==> config.mk <==
export PLATFORM = sky130hd
export DESIGN_NAME = msat_translator
export DESIGN_NICKNAME = d
export VERILOG_FILES = /design/src/rtl/msat_pkg.sv /design/src/rtl/msat_phase_table.sv /design/src/rtl/msat_translator.sv
export VERILOG_INCLUDE_DIRS = /design/src /design/src/rtl
export SDC_FILE = /design/constraint.sdc
export NUM_CORES = 1
export LEC_CHECK = 0
export BUFFER_PORTS_ARGS = -buffer_cell sky130_fd_sc_hd__buf_2
export CORE_MARGIN = 3
export CORE_UTILIZATION = 50
export CTS_CLUSTER_SIZE = 10
export DETAILED_ROUTE_END_ITERATION = 10
export HOLD_SLACK_MARGIN = 0.12
export PLACE_DENSITY = 0.7
export RECOVER_POWER = 25
export SYNTH_ARGS = -nofsm -noshare
export SYNTH_HDL_FRONTEND = slang
export SYNTH_SLANG_ARGS = --single-unit
==> constraint.sdc <==
create_clock -name i_clock -period 7.6 [get_ports i_clock]
set_clock_uncertainty 0.1 [all_clocks]
set_input_delay 1.52 -clock i_clock [delete_from_list [all_inputs] [get_ports i_clock]]
set_output_delay 1.52 -clock i_clock [all_outputs]
set_load 0.03 [all_outputs]
==> src/rtl/msat_regs.svh <==
// constants of the microstep angle translator
// Functional notes
// - three-bit resolution select plus direction input
// - sixteenth mode steps angle by one
// - coarser modes step within allowed set
// - full one-phase uses 0,16,32,48
// - full two-phase uses 8,24,40,56
// - compensated half uses multiples of eight
// - uncompensated half drives full amplitude
// - quarter uses multiples of four
// - eighth uses even angles
// - fine modes use compensated table values
// - resolution change snaps to next allowed
// - home is 8, or 0 one-phase
// - single-step arithmetic wraps modulo 64
// - increment is six-bit two's complement
// - single step on strobe rising edge
// - phase magnitude six bits plus sign
`ifndef MSAT_REGS_SVH
`define MSAT_REGS_SVH
`define MSAT_HOME_ANGLE 6'h08
`define MSAT_HOME_ONE_PHASE 6'h00
`define MSAT_FULL_SCALE 6'h3F
`define MSAT_RES_FULL1 3'h0
`define MSAT_RES_FULL2 3'h1
`define MSAT_RES_HALF_COMP 3'h2
`define MSAT_RES_HALF_UNCOMP 3'h3
`define MSAT_RES_QUARTER 3'h4
`define MSAT_RES_EIGHTH 3'h5
`define MSAT_RES_SIXTEENTH 3'h6
`endif

==> src/rtl/msat_pkg.sv <==
// types of the microstep angle translator
package msat_pkg;
  // one phase current reference
  typedef struct packed {
    logic       neg;
    logic [5:0] mag;
  } msat_phase_t;
  // both phase references together
  typedef struct packed {
    msat_phase_t a;
    msat_phase_t b;
  } msat_phases_t;
endpackage : msat_pkg

==> src/rtl/msat_phase_table.sv <==
// sine table lookup from step angle to phase references
`timescale 1ns/1ps
`default_nettype none
`include "msat_regs.svh"
module msat_phase_table
  import msat_pkg::*;
(
  // lookup
  input wire logic [5:0] i_angle,
  input wire logic i_uncomp,
  output msat_phases_t o_phases
);
  // first-quadrant magnitudes, index 0..16
  function automatic logic [5:0] quad_mag(input logic [4:0] k);
    logic [5:0] m;
    m = 6'h00;
    unique case (k)
      5'h00: m = 6'h00;
      5'h01: m = 6'h05;
      5'h02: m = 6'h0B;
      5'h03: m = 6'h12;
      5'h04: m = 6'h17;
      5'h05: m = 6'h1D;
      5'h06: m = 6'h23;
      5'h07: m = 6'h28;
      5'h08: m = 6'h2C;
      5'h09: m = 6'h30;
      5'h0A: m = 6'h34;
      5'h0B: m = 6'h37;
      5'h0C: m = 6'h3A;
      5'h0D: m = 6'h3C;
      5'h0E: m = 6'h3E;
      5'h0F: m = 6'h3F;
      default: m = 6'h3F;
    endcase
    return m;
  endfunction
  // offset within quadrant and its mirror
  logic [3:0] off;
  logic [4:0] up;
  logic [4:0] down;
  logic [5:0] mag_a;
  logic [5:0] mag_b;
  // a follows sine, b follows cosine
  always_comb begin
    off = i_angle[3:0];
    up = {1'b0, off};
    down = 5'h10 - {1'b0, off};
    if (i_angle[4] == 1'b0) begin
      mag_a = quad_mag(up);
      mag_b = quad_mag(down);
    end else begin
      mag_a = quad_mag(down);
      mag_b = quad_mag(up);
    end
    if (i_uncomp) begin
      // full amplitude on every active phase
      mag_a = (mag_a != 6'h00) ? `MSAT_FULL_SCALE : 6'h00;
      mag_b = (mag_b != 6'h00) ? `MSAT_FULL_SCALE : 6'h00;
    end
    o_phases.a.mag = mag_a;
    o_phases.b.mag = mag_b;
    // a negative from just past 32 through 63, b from just past 16 through 48
    o_phases.a.neg = i_angle[5] && (i_angle != 6'h20);
    o_phases.b.neg = (i_angle > 6'h10) && (i_angle <= 6'h30);
  end
endmodule : msat_phase_table
`default_nettype wire

==> src/rtl/msat_translator.sv <==
// step angle counter with sequencer and single-step moves
`timescale 1ns/1ps
`default_nettype none
`include "msat_regs.svh"
module msat_translator
  import msat_pkg::*;
(
  // clock and reset
  input wire logic i_clock,
  input wire logic i_arst_n,
  // sequencer step and configuration
  input wire logic i_step,
  input wire logic i_direction,
  input wire logic [2:0] i_resolution_select,
  input wire logic i_wake,
  // single-step write from the serial block
  input wire logic i_serial_strobe_low,
  input wire logic i_increment_written,
  input wire logic [5:0] i_single_step_increment,
  // outputs
  output logic [5:0] o_angle,
  output msat_phases_t o_phases
);
  // allowed-set stride for a resolution
  function automatic logic [5:0] stride(input logic [2:0] r);
    logic [5:0] s;
    s = 6'h01;
    unique case (r)
      `MSAT_RES_FULL1, `MSAT_RES_FULL2: s = 6'h10;
      `MSAT_RES_HALF_COMP, `MSAT_RES_HALF_UNCOMP: s = 6'h08;
      `MSAT_RES_QUARTER: s = 6'h04;
      `MSAT_RES_EIGHTH: s = 6'h02;
      default: s = 6'h01;
    endcase
    return s;
  endfunction
  // next allowed angle in travel direction
  function automatic logic [5:0] next_angle(input logic [5:0] a, input logic [2:0] r,
                                            input logic fwd);
    logic [5:0] s;
    logic [5:0] base;
    logic [5:0] rel;
    logic [5:0] q;
    s = stride(r);
    // two-phase grid sits half a full step above zero
    base = (r == `MSAT_RES_FULL2) ? 6'h08 : 6'h00;
    rel = a - base;
    // round down onto the grid of this resolution
    q = rel & ~(s - 6'h01);
    // forward always leaves for the next grid point
    if (fwd) begin
      q = q + s;
    end else if (q == rel) begin
      // already on the grid: one stride back
      q = q - s;
    end
    return q + base;
  endfunction
  // three-flop sync on strobe and step pins
  logic [2:0] strb_sync_ff;
  logic [2:0] step_sync_ff;
  // settled pin levels
  logic strb_lvl_ff;
  logic step_lvl_ff;
  logic armed_ff; // increment written this frame
  // step angle counter
  logic [5:0] angle_ff;
  logic home_pend_ff; // home load requested
  // next values
  logic [5:0] nxt_angle;
  logic nxt_armed;
  logic nxt_strb_lvl;
  logic nxt_step_lvl;
  logic nxt_home_pend;
  // one-cycle rising edges of the settled levels
  logic strb_rise;
  logic step_rise;
  // table lookup of the next angle
  msat_phases_t phases_now;
  // next-state computation
  // priority: home, then strobe move, then step move
  // a step edge meeting a strobe move in one cycle is lost
  always_comb begin
    nxt_strb_lvl = strb_lvl_ff;
    nxt_step_lvl = step_lvl_ff;
    // level changes once second and third agree
    if (strb_sync_ff[1] == strb_sync_ff[2]) begin
      nxt_strb_lvl = strb_sync_ff[2];
    end
    if (step_sync_ff[1] == step_sync_ff[2]) begin
      nxt_step_lvl = step_sync_ff[2];
    end
    strb_rise = nxt_strb_lvl && !strb_lvl_ff;
    step_rise = nxt_step_lvl && !step_lvl_ff;
    // by default every state holds, except the home request, which clears
    nxt_armed = armed_ff;
    nxt_home_pend = 1'b0;
    nxt_angle = angle_ff;
    // a written field arms the next strobe rise
    if (i_increment_written) begin
      nxt_armed = 1'b1;
    end
    if (home_pend_ff || i_wake) begin
      // home position, 0 only for one-phase full step
      nxt_angle = (i_resolution_select == `MSAT_RES_FULL1) ?
                  `MSAT_HOME_ONE_PHASE : `MSAT_HOME_ANGLE;
      nxt_armed = 1'b0;
    end else if (strb_rise && armed_ff) begin
      // signed add wraps naturally in six bits
      nxt_angle = angle_ff + i_single_step_increment;
      // a field written in this very cycle stays armed
      nxt_armed = i_increment_written;
    end else if (step_rise) begin
      // sequencer move to the neighbouring grid point
      nxt_angle = next_angle(angle_ff, i_resolution_select, i_direction);
    end
  end
  // register everything
  always_ff @(posedge i_clock or negedge i_arst_n) begin
    if (!i_arst_n) begin
      // idle levels, so no false edge after release
      strb_sync_ff <= 3'h7;
      step_sync_ff <= 3'h0;
      strb_lvl_ff <= 1'b1;
      step_lvl_ff <= 1'b0;
      armed_ff <= 1'b0;
      angle_ff <= `MSAT_HOME_ANGLE;
      // home waits for the first edge after release
      home_pend_ff <= 1'b1;
      o_angle <= `MSAT_HOME_ANGLE;
      o_phases <= '0;
    end else begin
      // pins move one stage per edge
      strb_sync_ff <= {strb_sync_ff[1:0], i_serial_strobe_low};
      step_sync_ff <= {step_sync_ff[1:0], i_step};
      strb_lvl_ff <= nxt_strb_lvl;
      step_lvl_ff <= nxt_step_lvl;
      armed_ff <= nxt_armed;
      angle_ff <= nxt_angle;
      home_pend_ff <= nxt_home_pend;
      o_angle <= nxt_angle;
      o_phases <= phases_now;
    end
  end
  // uncompensated half step looks up full amplitude
  msat_phase_table u_table (
    .i_angle(nxt_angle),
    .i_uncomp(i_resolution_select == `MSAT_RES_HALF_UNCOMP),
    .o_phases(phases_now)
  );
  // sixteenth forward step adds exactly one
  a_sixteenth_fwd: assert property (@(posedge i_clock) disable iff (!i_arst_n)
    (step_rise && !strb_rise && !home_pend_ff && !i_wake && i_direction &&
     i_resolution_select == `MSAT_RES_SIXTEENTH) |=> (angle_ff == $past(angle_ff) + 6'h01))
    else $error("sixteenth step did not add one");
  // full two-phase lands on odd multiple of eight
  a_full_two_set: assert property (@(posedge i_clock) disable iff (!i_arst_n)
    (step_rise && !home_pend_ff && !i_wake && !(strb_rise && armed_ff) &&
     i_resolution_select == `MSAT_RES_FULL2) |=> (angle_ff[3:0] == 4'h8))
    else $error("two-phase angle outside set");
  // quarter steps land on multiples of four
  a_quarter_set: assert property (@(posedge i_clock) disable iff (!i_arst_n)
    (step_rise && !home_pend_ff && !i_wake && !(strb_rise && armed_ff) &&
     i_resolution_select == `MSAT_RES_QUARTER) |=> (angle_ff[1:0] == 2'h0))
    else $error("quarter angle outside set");
  // single step adds the increment
  a_single_add: assert property (@(posedge i_clock) disable iff (!i_arst_n)
    (strb_rise && armed_ff && !home_pend_ff && !i_wake) |=>
    (angle_ff == $past(angle_ff) + $past(i_single_step_increment)))
    else $error("single step sum wrong");
  // no move without step or strobe
  a_angle_hold: assert property (@(posedge i_clock) disable iff (!i_arst_n)
    (!step_rise && !strb_rise && !home_pend_ff && !i_wake) |=> $stable(angle_ff))
    else $error("angle moved without cause");
  // wake loads home
  a_wake_home: assert property (@(posedge i_clock) disable iff (!i_arst_n)
    (i_wake && i_resolution_select != `MSAT_RES_FULL1) |=> (angle_ff == 6'h08))
    else $error("home not loaded");
  // phase references follow the counter in the same cycle
  a_out_track: assert property (@(posedge i_clock) disable iff (!i_arst_n)
    (o_angle == 6'h00) |->
    (o_phases.a.mag == 6'h00 && o_phases.b.mag == `MSAT_FULL_SCALE && !o_phases.b.neg))
    else $error("phase references lag the angle");
  // uncompensated phase a magnitude is zero or full
  a_uncomp_full: assert property (@(posedge i_clock) disable iff (!i_arst_n)
    (i_resolution_select == `MSAT_RES_HALF_UNCOMP) |=>
    (o_phases.a.mag == 6'h00 || o_phases.a.mag == 6'h3F || $past(home_pend_ff)))
    else $error("uncompensated amplitude reduced");
  // sixteenth reverse step takes exactly one away
  a_sixteenth_back: assert property (@(posedge i_clock) disable iff (!i_arst_n)
    (step_rise && !strb_rise && !home_pend_ff && !i_wake && !i_direction &&
     i_resolution_select == `MSAT_RES_SIXTEENTH) |=> (angle_ff == $past(angle_ff) - 6'h01))
    else $error("sixteenth step did not take one away");
  // one-phase full steps land on multiples of sixteen
  a_one_phase_set: assert property (@(posedge i_clock) disable iff (!i_arst_n)
    (step_rise && !home_pend_ff && !i_wake && !(strb_rise && armed_ff) &&
     i_resolution_select == `MSAT_RES_FULL1) |=> (angle_ff[3:0] == 4'h0))
    else $error("one-phase angle outside set");
  // compensated half steps land on multiples of eight
  a_half_comp_set: assert property (@(posedge i_clock) disable iff (!i_arst_n)
    (step_rise && !home_pend_ff && !i_wake && !(strb_rise && armed_ff) &&
     i_resolution_select == `MSAT_RES_HALF_COMP) |=> (angle_ff[2:0] == 3'h0))
    else $error("half-step angle outside set");
  // eighth steps land on even angles
  a_eighth_set: assert property (@(posedge i_clock) disable iff (!i_arst_n)
    (step_rise && !home_pend_ff && !i_wake && !(strb_rise && armed_ff) &&
     i_resolution_select == `MSAT_RES_EIGHTH) |=> (angle_ff[0] == 1'b0))
    else $error("eighth angle outside set");
  // forward from the top grid point wraps to zero
  a_forward_wrap: assert property (@(posedge i_clock) disable iff (!i_arst_n)
    (step_rise && !home_pend_ff && !i_wake && !(strb_rise && armed_ff) && i_direction &&
     i_resolution_select == `MSAT_RES_HALF_COMP && angle_ff[5:3] == 3'h7) |=>
    (angle_ff == 6'h00))
    else $error("sequencer did not wrap to zero");
  // strobe rise without a written field moves nothing
  a_unarmed_hold: assert property (@(posedge i_clock) disable iff (!i_arst_n)
    (strb_rise && !armed_ff && !step_rise && !home_pend_ff && !i_wake) |=> $stable(angle_ff))
    else $error("unarmed strobe moved the angle");
  // wake in one-phase mode loads zero
  a_home_one_phase: assert property (@(posedge i_clock) disable iff (!i_arst_n)
    (i_wake && i_resolution_select == `MSAT_RES_FULL1) |=> (angle_ff == 6'h00))
    else $error("one-phase home not loaded");
  // exactly one phase carries current at each detent
  a_one_phase_zero: assert property (@(posedge i_clock) disable iff (!i_arst_n)
    (o_angle[3:0] == 4'h0) |->
    ((o_phases.a.mag == 6'h00) != (o_phases.b.mag == 6'h00)))
    else $error("detent does not use exactly one phase");
endmodule : msat_translator
`default_nettype wire

# [Word level (Yosys, flattened, before mapping)]
# Memory sizes are Yosys's and may differ from the RTL's.
# Index checks and enable logic that the tools add are counted.
# W data, S select, Z words.
[classes] addsub=7 n_lt_le_gt_ge=2 n_eq_ne=9 muxes=27 n_bitwise=2 reduce_logical=14
[ops] op="$mux W6" count=19
[ops] op="$pmux W5 S4" count=1
[ops] op="$add A6 B6 Y6" count=2
[ops] op="$reduce_bool A6 Y1" count=2
[ops] op="$mux W4" count=2
[ops] op="$add A6 B4 Y6" count=1
[ops] op="$and A6 B6 Y6" count=1
[ops] op="$eq A3 B2 Y1 const B" count=2
[ops] op="$eq A3 B3 Y1 const B" count=2
[ops] op="$eq A6 B6 Y1" count=1
[ops] op="$gt A6 B5 Y1 const B" count=1
[ops] op="$le A6 B6 Y1 const B" count=1
[ops] op="$ne A6 B6 Y1 const B" count=1
[ops] op="$not A6 Y6" count=1
[ops] op="$sub A6 B1 Y6 const B" count=1
[ops] op="$sub A6 B4 Y6" count=1
[ops] op="$sub A6 B6 Y6" count=1
[ops] op="$logic_and A1 B1 Y1" count=5
[ops] op="$mux W1" count=5
[ops] op="$sub A5 B4 Y5 const A" count=1
[ops] op="$reduce_or A2 Y1" count=2
[ops] op="$eq A3 B1 Y1 const B" count=1
[ops] op="$logic_not A3 Y1" count=1
[ops] op="$reduce_bool A3 Y1" count=1
[ops] op="other kinds (3)" count=5
[totals] register_bits=30 mem_bits_ro=384 inputBits=16 out_inout_bits=20 word_cells=76 n_memories=4
[memory_table] memory="(no name shown)" words=16 width=6 read_ports=1 rd_ports_with_merged_regs=0 write_ports=0 line="msat_phase_table.sv:17" source="unique case (k)"
[memory_table] memory="(no name shown)" words=16 width=6 read_ports=1 rd_ports_with_merged_regs=0 write_ports=0 line="msat_phase_table.sv:17"
[memory_table] memory="(no name shown)" words=16 width=6 read_ports=1 rd_ports_with_merged_regs=0 write_ports=0 line="msat_phase_table.sv:17"
[memory_table] memory="(no name shown)" words=16 width=6 read_ports=1 rd_ports_with_merged_regs=0 write_ports=0 line="msat_phase_table.sv:17"

# [Longest topological paths before layout]
# An unclocked memory read counts as a cell.
[depth] word_depth=26 mapped_depth=26

# [Modules after synthesis]
# A second synthesis with hierarchy kept.
[unflattened] hier_cells=338 area_unflattened_um2=2842.7
[modules_own_cells] module="msat_translator" n_inst=1 cells_each=207 area_per_inst_um2=1968.1
[modules_own_cells] module="msat_phase_table" n_inst=1 cells_each=131 area_per_inst_um2=874.6

# [Worst setup path after synthesis]
# Ideal clock, no wire load.
[synth_path] path_kind="input -> register" from="input i_resolution_select[1]" to="register o_phases[11] in the netlist's numbering" t_arrival_ps=5615 path_slack_ps=1754 stages=23 cell_sequence="or2_4 -> inv_4 -> and2_1 -> clkbuf_1 -> nor2b_1 -> ha_1 -> inv_1 -> ha_1 -> xnor2_1 -> a211oi_1 -> a21oi_1 -> ha_1 -> mux2i_1 -> o32ai_1 -> nor2_1 -> clkinv_1 -> a2111oi_0 -> nand4_1 -> o211ai_1 -> o21ba_1 -> a2111oi_4 -> nand4b_2 -> a21boi_1"
[synth_rtl] item="start, declared" line="msat_translator.sv:14" source="input wire logic [2:0] i_resolution_select,"
[synth_rtl] item="end signal, assigned" line="msat_translator.sv:142" source="o_phases <= phases_now;"
[synth_rtl] item="end, declared" line="msat_translator.sv:22" source="output msat_phases_t o_phases"

==> run_results.csv <==
group,metric,value,unit
clock_network,cts_buffer_depth,2,
synth,yosysTopAreaCellShare,18.4,%
synth,ys_ff_latch,30,
synth,yosysWarnings,0,
placed_design,dpl-instance-area,0.00342,mm2
die,fp-row-count,28,
detailed_routing,wl_met2,3770,um
final_layout,area_growth,7.59,%
synth,synthArstFlopShare,100,%
global_route,grt_max_degree,31,
clock_network,htree_levels,2,
worst_setup_path,cp.required,7.65,ns
die,start_util,53.2,%
sta,min_period,6.42,ns
sta,min_period_over_period,84.4,%
placed_design,portBuffers,35,
detailed_routing,routed-via-count,3187,
sta,tns,0,ns
final_layout,final_cells,491,
synth,synth_area_leaders,"dfrtp_1 (18%), ha_1 (8.4%), dfstp_2 (4.8%)",
detailed_routing,vias_per_cell,6.49,
clock_network,cts_sinks,30,
global_route,grt_usage,23.7,%
final_layout,register_area,758,um2
clock_network,cts_tree,"done",
final_layout,multi_input_area,0.00231,mm2
final_layout,diodes,0,
pwr,ir_worst_vdd,0.000182,V
sta,setup_viol,0,
sta,hold_viol_final,0,
synth,yosysSeqAreaShare,23.2,%
clock_network,hold_buffers,0,
detailed_routing,dr_wl_met3,702,um
sta,tightestPinTransition,1.52,ns
detailed_routing,drt_iter0_drc,392,
global_route,grt_pass1_vias,2837,
worst_hold_path,hp-class,"flip-flop to flip-flop",
placed_design,place.gp.congestion,0.951,
global_route,antenna_found_initial,0,
placed_design,hpwlAfterDp,6520,um
sta,drv_slew,31,
die,fp.dieW,86.8,um
global_route,overflow,0,
die,die_h,86.8,um
final_layout,stdcell_area,0.00351,mm2
synth,syn_nets,434,
pwr,p_per_area,137,mW/mm2
detailed_routing,wl,8850,um
detailed_routing,ant_nets,0,
placed_design,pre_cts_ws,0.948,ns
synth,syn_inst,395,
synth,avgSynthCellArea,8.26,um2
placed_design,dp.cells,483,
worst_setup_path,worstSetupPathType,"input port to flip-flop",
clock_network,cts-root-buf,"clkbuf_8",
detailed_routing,drc,0,
worst_setup_path,reg2reg_depth,26,
status,status,"complete, but fails checks",
sta,rsz0062_at_grt,"false",
synth,yosys.area.top_type,"dfrtp_1",
final_layout,nNetsFinal,454,
synth,synth_edf_count,0,
die,ioPinCount,36,
worst_setup_path,crit_arrival,6.46,ns
flow_run,cap_viol_max_count,1,
final_layout,drive_gt1_share,18.5,%
clock_network,numCtsBuffers,5,
worst_setup_path,cp_max_fo,20,
die,fp.coreArea,0.00613,mm2
global_route,grt_first_pass_wirelength,14300,um
synth,synth_flop_cell,"dfrtp_1",
die,die_area,0.00753,mm2
clock_network,clkTransAtPathRegs,0.06,ns
worst_setup_path,crit_path_end_kind,"flip-flop",
sta,max_slew_margin,-1.13,%
final_layout,fillers,547,
status,violations,"capacitance limit, slew limit",
clock_network,cts_resized,0,
clock_network,clkLatencyLatePin,0.28,ns
detailed_routing,top_layer,"met4",
synth,synth_cell_types,92,
sta,setup_ws,1.18,ns
worst_setup_path,startpoint_type,"input port",
worst_hold_path,min_path_cells,0,
detailed_routing,wl_met1,4210,um
synth,syn_area,0.00326,mm2
pwr,p_leak,1.56,nW
clock_network,cts_setup_buffers,0,
sta,max_freq,156,MHz
detailed_routing,drt-pass1-iter-count,5,
detailed_routing,route.detailed.wl_per_inst,18.0,um
worst max-delay path, stage by stage:
cell and delay, ns:
buf_2 0.21, or2_4 0.30, inv_4 0.09, and2_1 0.26
nor2b_1 0.17, ha_1 0.25, inv_1 0.12, ha_1 0.27
xnor2_1 0.13, a211oi_1 0.23, a21oi_1 0.07, ha_1 0.31
mux2i_1 0.12, o32ai_1 0.10, nor2_1 0.11, buf_4 0.26
clkinv_1 0.29, a2111oi_0 0.41, nand4_1 0.14, o211ai_1 0.15
o21ba_1 0.21, a2111oi_4 0.37, nand4b_2 0.20, a21boi_1 0.17
area by class of cell:
type / instances / share of cell area [%]
flip-flops and latches: 30 / 21.6
inverters: 15 / 1.67
clock inverters: 1 / 0.143
clock buffers: 7 / 2.46
well taps: 75 / 2.67
repair buffers: 38 / 5.60
multi-input cells: 325 / 65.9
stage by stage:
step,total power [mW],util (%),hold WS (ns)
floorplan,0.310,-,0.231
global placement,0.351,55.8,0.236
detailed placement,0.352,55.8,0.242
CTS,0.483,57.3,0.251
global route,0.507,57.3,0.261
finish,0.481,57.3,0.245
final timing paths:
check,start,endpoint,slack (ns)
setup reg to reg,angle_ff[1],o_phases[9],1.99
max in group asynchronous,i_arst_n,step_sync_ff[0],5.01
setup / recovery,i_resolution_select[2],o_phases[9],1.18
hold / removal,step_sync_ff[0],step_sync_ff[1],0.25
hold reg to reg,step_sync_ff[0],step_sync_ff[1],0.25
min in group asynchronous,i_arst_n,angle_ff[4],1.50
power breakdown:
group | internal (mW) | switching, mW
sequential | 0.174 | 0.00763
combinational | 0.0616 | 0.110
clock | 0.0728 | 0.0551
flip-flops by register name, indices dropped and copies added, names as in the netlist:
register      count
angle_ff          6
o_phases         14
step_sync_ff      3
strb_sync_ff      3
home_pend_ff      1
strb_lvl_ff       1
step_lvl_ff       1
armed_ff          1
metal layers:
layer,vias up,global-route usage [%]
li1,1515,-
met1,1487,36.3
met2,162,35.2
met3,23,1.81
met4,0,6.94
met5,-,0
cells in the final DEF, fill, tap and decap left out, types with 5 or more instances in the layout:
master     n
o21ai_0   23
mux2i_1    5
nand3_1    9
nand2_1   29
dfstp_2    5
nor3_1    14
a21o_1     6
ha_1      22
nor2b_1    6
a31oi_1    9
and2_1     5
clkbuf_8   6
a211oi_1   5
dfrtp_1   24
nand2b_1   5
a21oi_1   26
xnor2_1    8
inv_1     12
and3_1     8
buf_2     34
nor2_1    37
logic make-up (layout without fill, tap and decap cells):
family                     after synthesis  in the layout  share of synthesized area [%]
buffers and inverters                   40             61                           5.90
muxes                                    6              6                           1.88
xor gates and xnor gates                11             11                           2.95
other                                    1              1                          0.115
adders and majority gates               25             25                           9.66
and+or+nand+nor                        148            148                           24.9
DFF                                     30             30                           23.2
AOI/OAI and AO/OA                      134            134                           31.3
synthesized netlist by cell type, drive strengths merged, types with 3 or more instances:
master    n
xnor2     8
a21boi    6
ha       22
and3b     3
nand3    10
o21a      3
buf      15
o211ai    4
nand3b    3
o2111ai   3
o21ai    26
a2111oi   3
nand2b    5
o32ai     3
a22o      3
dfstp     6
a21o      7
nor2b     6
a31oi     9
nor3     17
a21oi    27
and2      6
mux2i     5
nand4b    3
and3      8
dfrtp    24
or2       3
or3       3
a211oi    6
o22ai     4
inv      14
nor2     37
clkbuf   10
xor2      3
nand2    31
nand4     5
Power figures use the tool's default switching activity.
